**src/hw/apg_defs.svh**
```systemverilog
// Operation
// (RULE_01) Direction bits 27, 26 and 25 make the transmit high clock, transmit bit clock and mute pins inputs at 0 and outputs at 1.
// (RULE_02) Direction bits 15-8 and 7-0 make the matching serializer data pins inputs at 0 and outputs at 1.
// (RULE_03) Direction bits 24-16 always read zero and ignore writes.
// (RULE_04) The output value is held at all times and can always be read back.
// (RULE_05) Writing the direction or function-select register leaves the output value alone.
// (RULE_06) A pin is driven from its output-value bit only when its function bit and direction bit are both 1.
// (RULE_07) Reading the output value returns the stored bits, not the pin levels, and a write stores the written value.
// (RULE_08) A write to the set alias sets every output-value bit written as 1 and leaves the others.
// (RULE_09) A write to the clear alias clears every output-value bit written as 1 and leaves the others.
// (RULE_10) The output value and both aliases act on one shared 32-bit store.
// (RULE_11) All implemented output-value bits reset to zero, bits 24-16 are reserved and read zero.
// (RULE_12) Software writes only zero to reserved or unimplemented output-value bits.
// (RULE_13) Direction bits 31-28 make the receive frame sync, receive high clock, receive bit clock and transmit frame sync pins inputs at 0 and outputs at 1.
// (RULE_14) A pin set as an input has its driver released.
`ifndef APG_DEFS_SVH
`define APG_DEFS_SVH
`define APG_OFS_FUNC 8'h10
`define APG_OFS_DIR 8'h14
`define APG_OFS_OUT 8'h18
`define APG_OFS_SET 8'h1c
`define APG_OFS_CLR 8'h20
`define APG_IMPL_MASK 32'hfe00ffff
`define APG_RESET_VAL 32'h00000000
`define APG_ADDR_LSB 2
`define APG_OFS_PIN 8'h24
`define APG_RX_MSB 31
`define APG_RX_LSB 28
`define APG_TX_MSB 27
`define APG_TX_LSB 25
`define APG_RSV_MSB 24
`define APG_RSV_LSB 16
`define APG_DHI_MSB 15
`define APG_DHI_LSB 8
`define APG_DLO_MSB 7
`define APG_DLO_LSB 0
`define APG_HI_MSB 31
`define APG_HI_LSB 25
`define APG_LO_MSB 15
`define APG_LO_LSB 0
`endif

```
**src/hw/apg_pkg.sv**
```systemverilog
`include "apg_defs.svh"
package apg_pkg;
   typedef logic [31:0] apg_word_t;
   typedef logic [5:0] apg_addr_t;
   typedef enum logic [1:0] {
      apg_idle_e = 2'h0,
      apg_ack_e = 2'h1
   } apg_state_e;
endpackage : apg_pkg

```
**src/hw/apg_top.sv**
```systemverilog
`timescale 1ns/1ps
`default_nettype none
`include "apg_defs.svh"
module apg_top (
   input wire logic clk, // 25 MHz clock.
   input wire logic rst, // Asynchronous reset, active high.
   input wire apg_pkg::apg_addr_t address, // Word address.
   input wire logic read, // Avalon read.
   input wire logic write, // Avalon write.
   input wire apg_pkg::apg_word_t writedata, // Write data.
   input wire logic [3:0] byteenable, // Byte enables.
   output apg_pkg::apg_word_t readdata, // Registered read data.
   output logic waitrequest, // Avalon waitrequest.
   input wire apg_pkg::apg_word_t pin_in, // Pin levels seen at the pads.
   output apg_pkg::apg_word_t pin_out, // Pin drive values.
   output apg_pkg::apg_word_t pin_oe // Pin output enables, high drives.
);
   import apg_pkg::*;
   apg_word_t pin_function_select;
   apg_word_t pin_direction;
   apg_word_t output_value;
   apg_word_t pin_sampled;
   apg_word_t be_mask;
   apg_state_e state;
   logic [7:0] byte_addr;
   logic hit;
   logic wr_ok;
   logic wr_func;
   logic wr_dir;
   logic wr_out;
   logic wr_set;
   logic wr_clr;
   logic rd_take;
   apg_word_t wr_bits;
   apg_word_t next_function;
   apg_word_t next_direction;
   apg_word_t next_output_value;
   apg_word_t next_readdata;
   apg_word_t drive_enable;
   apg_word_t drive_value;

   function automatic apg_word_t merge(input apg_word_t old,
                                       input apg_word_t val,
                                       input apg_word_t m);
      merge = ((old & ~m) | (val & m)) & `APG_IMPL_MASK;
   endfunction : merge

   // True when the decoded byte address names one register.
   function automatic logic addr_is(input logic [7:0] ba,
                                    input logic [7:0] ofs);
      addr_is = (ba == ofs);
   endfunction : addr_is

   function automatic apg_word_t set_bits(input apg_word_t old,
                                          input apg_word_t ones);
      set_bits = (old | ones) & `APG_IMPL_MASK;
   endfunction : set_bits

   function automatic apg_word_t clear_bits(input apg_word_t old,
                                            input apg_word_t ones);
      clear_bits = old & ~ones & `APG_IMPL_MASK;
   endfunction : clear_bits

   // A pin drives only in general-purpose mode and as an output.
   function automatic apg_word_t gate(input apg_word_t func,
                                      input apg_word_t dir);
      gate = func & dir & `APG_IMPL_MASK;
   endfunction : gate

   assign byte_addr = {address, 2'b00};
   assign be_mask = {{8{byteenable[3]}}, {8{byteenable[2]}},
                     {8{byteenable[1]}}, {8{byteenable[0]}}};
   // The access completes in the cycle after it is presented.
   assign hit = (state == apg_ack_e);
   assign waitrequest = (read | write) & ~hit;

   // A write takes effect only at the edge that ends its wait.
   assign wr_ok = write & ~waitrequest;
   assign wr_bits = writedata & be_mask;
   assign wr_func = wr_ok & addr_is(byte_addr, `APG_OFS_FUNC);
   assign wr_dir = wr_ok & addr_is(byte_addr, `APG_OFS_DIR);
   assign wr_out = wr_ok & addr_is(byte_addr, `APG_OFS_OUT);
   assign wr_set = wr_ok & addr_is(byte_addr, `APG_OFS_SET);
   assign wr_clr = wr_ok & addr_is(byte_addr, `APG_OFS_CLR);
   // Read data are captured on the first edge of the access.
   assign rd_take = read & (state == apg_idle_e);
   assign next_function = merge(pin_function_select, writedata, be_mask);
   assign next_direction = merge(pin_direction, writedata, be_mask);
   // One gate serves both the enable and the value of every pin.
   assign drive_enable = gate(pin_function_select,
                              pin_direction); // see RULE_06 RULE_14
   assign drive_value = output_value & drive_enable;

   apg_sync u_sync (
      .clk(clk),
      .rst(rst),
      .d(pin_in),
      .q(pin_sampled)
   );

   always_ff @(posedge clk or posedge rst) begin
      if (rst) begin
         state <= apg_idle_e;
      end else begin
         unique case (state)
            apg_idle_e: begin
               if (read | write) begin
                  state <= apg_ack_e;
               end
            end
            apg_ack_e: begin
               state <= apg_idle_e;
            end
         endcase
      end
   end

   // The function select is kept per pin group; reserved bits hold no state.
   // Pins 31-25 take a select bit each.
   always_ff @(posedge clk or posedge rst) begin
      if (rst) begin
         pin_function_select[`APG_HI_MSB:`APG_HI_LSB] <= '0;
      end else if (wr_func) begin
         pin_function_select[`APG_HI_MSB:`APG_HI_LSB] <=
            next_function[`APG_HI_MSB:`APG_HI_LSB];
      end
   end

   // Reserved bits 24-16 stay zero.
   always_ff @(posedge clk or posedge rst) begin
      if (rst) begin
         pin_function_select[`APG_RSV_MSB:`APG_RSV_LSB] <= '0;
      end else begin
         pin_function_select[`APG_RSV_MSB:`APG_RSV_LSB] <= '0;
      end
   end

   // Serializer data pins 15-0 take a select bit each.
   always_ff @(posedge clk or posedge rst) begin
      if (rst) begin
         pin_function_select[`APG_LO_MSB:`APG_LO_LSB] <= '0;
      end else if (wr_func) begin
         pin_function_select[`APG_LO_MSB:`APG_LO_LSB] <=
            next_function[`APG_LO_MSB:`APG_LO_LSB];
      end
   end

   // Direction is kept per pin group, one process for each.
   // Receive frame sync, receive clocks and transmit frame sync, bits 31-28.
   always_ff @(posedge clk or posedge rst) begin
      if (rst) begin
         pin_direction[`APG_RX_MSB:`APG_RX_LSB] <= '0;
      end else if (wr_dir) begin
         pin_direction[`APG_RX_MSB:`APG_RX_LSB] <=
            next_direction[`APG_RX_MSB:`APG_RX_LSB]; // see RULE_13
      end
   end

   // Transmit high clock, transmit bit clock and mute, bits 27-25.
   always_ff @(posedge clk or posedge rst) begin
      if (rst) begin
         pin_direction[`APG_TX_MSB:`APG_TX_LSB] <= '0;
      end else if (wr_dir) begin
         pin_direction[`APG_TX_MSB:`APG_TX_LSB] <=
            next_direction[`APG_TX_MSB:`APG_TX_LSB]; // see RULE_01
      end
   end

   // Reserved bits 24-16 never take a write.
   always_ff @(posedge clk or posedge rst) begin
      if (rst) begin
         pin_direction[`APG_RSV_MSB:`APG_RSV_LSB] <= '0;
      end else begin
         pin_direction[`APG_RSV_MSB:`APG_RSV_LSB] <= '0; // see RULE_03
      end
   end

   always_ff @(posedge clk or posedge rst) begin
      if (rst) begin
         pin_direction[`APG_DHI_MSB:`APG_DHI_LSB] <= '0;
      end else if (wr_dir) begin
         pin_direction[`APG_DHI_MSB:`APG_DHI_LSB] <=
            next_direction[`APG_DHI_MSB:`APG_DHI_LSB]; // see RULE_02
      end
   end

   always_ff @(posedge clk or posedge rst) begin
      if (rst) begin
         pin_direction[`APG_DLO_MSB:`APG_DLO_LSB] <= '0;
      end else if (wr_dir) begin
         pin_direction[`APG_DLO_MSB:`APG_DLO_LSB] <=
            next_direction[`APG_DLO_MSB:`APG_DLO_LSB]; // see RULE_02
      end
   end

   // One store serves the plain address and both aliases.
   always_comb begin
      next_output_value = output_value; // see RULE_04 RULE_05
      if (wr_out) begin
         next_output_value = merge(output_value, writedata,
                                   be_mask); // see RULE_07 RULE_10
      end else if (wr_set) begin
         next_output_value = set_bits(output_value, wr_bits); // see RULE_08
      end else if (wr_clr) begin
         next_output_value = clear_bits(output_value, wr_bits); // see RULE_09
      end
   end

   always_ff @(posedge clk or posedge rst) begin
      if (rst) begin
         output_value <= `APG_RESET_VAL; // see RULE_11
      end else begin
         output_value <= next_output_value;
      end
   end

   // Set and clear addresses read back the shared store.
   always_comb begin
      next_readdata = readdata;
      if (rd_take) begin
         unique case (byte_addr)
            `APG_OFS_FUNC: begin
               next_readdata = pin_function_select;
            end
            `APG_OFS_DIR: begin
               next_readdata = pin_direction; // see RULE_03
            end
            `APG_OFS_OUT, `APG_OFS_SET, `APG_OFS_CLR: begin
               next_readdata = output_value; // see RULE_07
            end
            `APG_OFS_PIN: begin
               next_readdata = pin_sampled;
            end
            default: begin
               next_readdata = `APG_RESET_VAL;
            end
         endcase
      end
   end

   // Read data stand until the next read replaces them.
   always_ff @(posedge clk or posedge rst) begin
      if (rst) begin
         readdata <= `APG_RESET_VAL;
      end else begin
         readdata <= next_readdata;
      end
   end

   // Pin drive is registered, so pins move one edge after the write that
   // changes them, and each pin group has its own enable and value.
   // Receive frame sync, receive clocks and transmit frame sync.
   always_ff @(posedge clk or posedge rst) begin
      if (rst) begin
         pin_oe[`APG_RX_MSB:`APG_RX_LSB] <= '0;
      end else begin
         pin_oe[`APG_RX_MSB:`APG_RX_LSB] <=
            drive_enable[`APG_RX_MSB:`APG_RX_LSB]; // see RULE_13
      end
   end

   always_ff @(posedge clk or posedge rst) begin
      if (rst) begin
         pin_out[`APG_RX_MSB:`APG_RX_LSB] <= '0;
      end else begin
         pin_out[`APG_RX_MSB:`APG_RX_LSB] <=
            drive_value[`APG_RX_MSB:`APG_RX_LSB]; // see RULE_06
      end
   end

   // Transmit clocks and mute.
   always_ff @(posedge clk or posedge rst) begin
      if (rst) begin
         pin_oe[`APG_TX_MSB:`APG_TX_LSB] <= '0;
      end else begin
         pin_oe[`APG_TX_MSB:`APG_TX_LSB] <=
            drive_enable[`APG_TX_MSB:`APG_TX_LSB]; // see RULE_01
      end
   end

   always_ff @(posedge clk or posedge rst) begin
      if (rst) begin
         pin_out[`APG_TX_MSB:`APG_TX_LSB] <= '0;
      end else begin
         pin_out[`APG_TX_MSB:`APG_TX_LSB] <=
            drive_value[`APG_TX_MSB:`APG_TX_LSB]; // see RULE_06
      end
   end

   // Reserved positions never drive.
   always_ff @(posedge clk or posedge rst) begin
      if (rst) begin
         pin_oe[`APG_RSV_MSB:`APG_RSV_LSB] <= '0;
      end else begin
         pin_oe[`APG_RSV_MSB:`APG_RSV_LSB] <= '0; // see RULE_03
      end
   end

   always_ff @(posedge clk or posedge rst) begin
      if (rst) begin
         pin_out[`APG_RSV_MSB:`APG_RSV_LSB] <= '0;
      end else begin
         pin_out[`APG_RSV_MSB:`APG_RSV_LSB] <= '0; // see RULE_11
      end
   end

   // Upper serializer data pins.
   always_ff @(posedge clk or posedge rst) begin
      if (rst) begin
         pin_oe[`APG_DHI_MSB:`APG_DHI_LSB] <= '0;
      end else begin
         pin_oe[`APG_DHI_MSB:`APG_DHI_LSB] <=
            drive_enable[`APG_DHI_MSB:`APG_DHI_LSB]; // see RULE_02
      end
   end

   always_ff @(posedge clk or posedge rst) begin
      if (rst) begin
         pin_out[`APG_DHI_MSB:`APG_DHI_LSB] <= '0;
      end else begin
         pin_out[`APG_DHI_MSB:`APG_DHI_LSB] <=
            drive_value[`APG_DHI_MSB:`APG_DHI_LSB]; // see RULE_06
      end
   end

   // Lower serializer data pins.
   always_ff @(posedge clk or posedge rst) begin
      if (rst) begin
         pin_oe[`APG_DLO_MSB:`APG_DLO_LSB] <= '0;
      end else begin
         pin_oe[`APG_DLO_MSB:`APG_DLO_LSB] <=
            drive_enable[`APG_DLO_MSB:`APG_DLO_LSB]; // see RULE_02
      end
   end

   always_ff @(posedge clk or posedge rst) begin
      if (rst) begin
         pin_out[`APG_DLO_MSB:`APG_DLO_LSB] <= '0;
      end else begin
         pin_out[`APG_DLO_MSB:`APG_DLO_LSB] <=
            drive_value[`APG_DLO_MSB:`APG_DLO_LSB]; // see RULE_06
      end
   end
endmodule : apg_top
`default_nettype wire

```
**src/hw/apg_sync.sv**
```systemverilog
`timescale 1ns/1ps
`default_nettype none
module apg_sync (
   input wire logic clk, // Clock.
   input wire logic rst, // Asynchronous reset.
   input wire logic [31:0] d, // Raw pin levels.
   output logic [31:0] q // Synchronised levels.
);
   logic [31:0] stage1;
   always_ff @(posedge clk or posedge rst) begin
      if (rst) begin
         stage1 <= 32'h0;
         q <= 32'h0;
      end else begin
         stage1 <= d;
         q <= stage1;
      end
   end
endmodule : apg_sync
`default_nettype wire

```
**config.mk**
```make
export PLATFORM = sky130hd
export DESIGN_NAME = apg_top
export DESIGN_NICKNAME = d
export VERILOG_FILES = /design/src/hw/apg_pkg.sv /design/src/hw/apg_top.sv /design/src/hw/apg_sync.sv
export VERILOG_INCLUDE_DIRS = /design/src /design/src/hw
export SDC_FILE = /design/constraint.sdc
export NUM_CORES = 1
export LEC_CHECK = 0
export BUFFER_PORTS_ARGS = -buffer_cell sky130_fd_sc_hd__buf_2
export CORE_MARGIN = 8
export CORE_UTILIZATION = 35
export DETAILED_ROUTE_END_ITERATION = 8
export MAX_ROUTING_LAYER = met4
export PLACE_DENSITY = 0.59
export SLEW_MARGIN = 20
export SYNTH_ARGS = -nofsm -noshare
export SYNTH_HDL_FRONTEND = slang
export SYNTH_SLANG_ARGS = --single-unit
```
**constraint.sdc**
```tcl
create_clock -name clk -period 6.1 [get_ports clk]
set_input_delay 0.61 -clock clk [delete_from_list [all_inputs] [get_ports clk]]
set_output_delay 0.61 -clock clk [all_outputs]
set_load 0.005 [all_outputs]
```
==> out/metrics.yaml <==
status: "completed"
synth_compound_area_share_pct: 12.1
synth_area_um2: 8050
antenna_found_initial: 3
pwr-share-seq_pct: 47.7
drcViolationCount: 0
crit_chain: "buf_2, buf_4, nor2b_1, o21a_1, and2_1, buf_4, a221o_1"
cts_root_buffer: "clkbuf_16"
startpoint_type: "primary input"
numCtsBuffers: 24
dp_hpwl_um: 13100
maxCapViolations: 0
syn-instance-count: 577
crit_required_ns: 6.54
crit_slowest_cell: "nor2b_1"
max_stage_delay_ns: 0.81
io_pins: 175
p_sw_mw: 0.689
path_class: "in -> reg"
critical-path-top-delay-family: "simple AND/OR/NAND/NOR gates"
synth_common_cells: "212 x dfrtp_1, 45 x mux2_2, 40 x o21ai_0, 37 x a22o_1, 34 x and3b_1"
grtUsageTotal_pct: 15.4
synth_top_cell_by_area: "dfrtp_1"
max_freq_mhz: 345
fin_crit_sh_pct: 47.5
first_pass_iters: 5
ys_types: 39
crit_top_cell: "buf_4"
cellPowerDensity_nw_per_um2: 316
worst_pin_slew_ns: 0.978
final_core_util_pct: 43.7
ys_seq_area_share_pct: 65.9
htreeDepth: 1
cp.buffers_inverters: 3
synth_edf_count: 0
setup-tns-final_ns: 0
gp_congestion: 0.757
synth_simple_gate_area_share_pct: 12.0
wl_per_cell_um: 20.1
clk_pin_slew_worst_paths_ns: 0.06
grt_max_degree: 160
synth_xor_area_share_pct: 0
die_h_um: 168
worstPathArrival_ns: 3.33
core_um2: 22600
synth_top_flop_cell: "dfrtp_1"
post_cts_buffers: 0
fin_nets: 806
internal_power_mw: 2.43
crit_path_end_kind: "register"
viasPerCell: 5.10
ys_ff_latch: 212
synth_mux_area_share_pct: 6.56
ir_drop_mv: 0.211
crit_path_max_fanout: 41
syn_to_final_growth_pct: 22.8
dieArea_um2: 28100
synth.most_common_cell: "dfrtp_1"
fin_skew_ns: 0.0160
drv_slew: 0
pwr-share-clk_pct: 47.7
start_util_pct: 35.5
grt_pass1_wl_um: 33100
rows: 55
cts_buffer_depth: 3
synthTopCellsByArea: "dfrtp_1 66%, mux2_2 6.3%, a22o_1 4.0%"
grt_pass1_vias: 5599
cts_num_sinks: 212
cts_tree: "done"
hold_path_class: "in -> reg"
drt-total-wl_um: 20800
num_vias: 5272
setup_violations: 0
postRouteAntennaNets: 0
rsz0062_at_grt: "no"
synth_top_family_by_area: "compound AO/OA/AOI/OAI gates"
hold_viol: 0
synth_top_area_share_pct: 65.9
syn_area_per_cell_um2: 13.9
holdBufCountCts: 0
maxSlewHeadroom_pct: 34.8
post_cts_resized: 0
async_reset_ff_share_pct: 100
grt_remaining_overflow: 0
synthAdderAreaFrac_pct: 0
fin_crit_ns: 2.90
p_leak_nw: 5.03
swShare_pct: 22.1
drt_iter0_markers: 322
die_x_um: 168
combPwrFrac_pct: 4.6
final_layout_size_suffix_gt1_share_pct: 34.3
ys_warn_count: 0
port_buffers: 146
clock_latency_ns: 0.52
==> layer usage <==
layer / vias up / track usage, % / wire, µm
li1: 2392 / - / -
met1: 2684 / 20.4 / 9520
met2: 173 / 23.6 / 9660
met3: 23 / 3.83 / 1320
met4: 0 / 3.30 / 303
met5: - / - / 0
==> stage by stage <==
stage	total power [mW]	setup slack, ns	instance area, µm²	hold slack, ns	std cells
floorplan	1.60	2.73	8110	0.331	594
global placement	1.66	2.51	9020	0.331	986
detailed placement	1.66	2.48	9020	0.335	986
CTS	3.16	3.02	9850	0.177	1030
global route	3.23	3.06	9880	0.182	1034
finish	3.12	3.20	9880	0.193	1034
==> worst paths after layout <==
check	start	end	slack (ns)	cells past startpoint
min reg2reg	u_sync.stage1[21]$_DFF_PP0_	u_sync.q[21]$_DFF_PP0_	0.34	0
min in group asynchronous	rst	pin_oe[29]$_DFF_PP0_	0.35	3
max reg2reg	state[0]$_DFFE_PP0P_	readdata[2]$_DFFE_PP0P_	3.45	5
max in group asynchronous	rst	async pin	4.51	4
max	address[2]	readdata[2]$_DFFE_PP0P_	3.20	7
min	pin_in[23]	u_sync.stage1[23]$_DFF_PP0_	0.19	1
==> power groups by stage <==
stage,combinational (mW),sequential (mW),clock (mW)
6_report,0.144,1.49,1.49
2_1_floorplan,0.0939,1.50,0
3_5_place_dp,0.146,1.51,0
4_1_cts,0.146,1.49,1.52
3_3_place_gp,0.143,1.51,0
5_1_grt,0.162,1.50,1.58
==> logic make-up (layout without fill, tap and decap cells) <==
kind of cell	after synthesis	after routing
buffers and inverters	47	199
flip-flops	212	212
AO/OA/AOI/OAI	134	134
other	1	21
multiplexers	47	47
AND/OR/NAND/NOR	136	136
==> placed cells by master, fill, tap and decap left out, types with 23 or more instances in the layout <==
| master | synthesis | routed |
|---|---|---|
| clkbuf_16 | 0 | 25 |
| a22o_1 | 37 | 37 |
| mux2_2 | 45 | 45 |
| a21oi_1 | 23 | 23 |
| nand3_1 | 23 | 23 |
| buf_2 | 7 | 146 |
| and3_1 | 23 | 23 |
| o21ai_0 | 40 | 40 |
| dfrtp_1 | 212 | 212 |
| and3b_1 | 34 | 34 |
| and2_1 | 25 | 25 |
==> layout make-up <==
class	count	area, µm²
Antenna cell	3	7.51
Tap cell	285	357
Inverter	1	7.51
Clock inverter	8	98.8
Fill cell	2092	12800
Multi-Input combinational cell	335	2560
Timing Repair Buffer	154	811
Clock buffer	36	737
Sequential cell	212	5310
(Power assumes the default switching activity.)
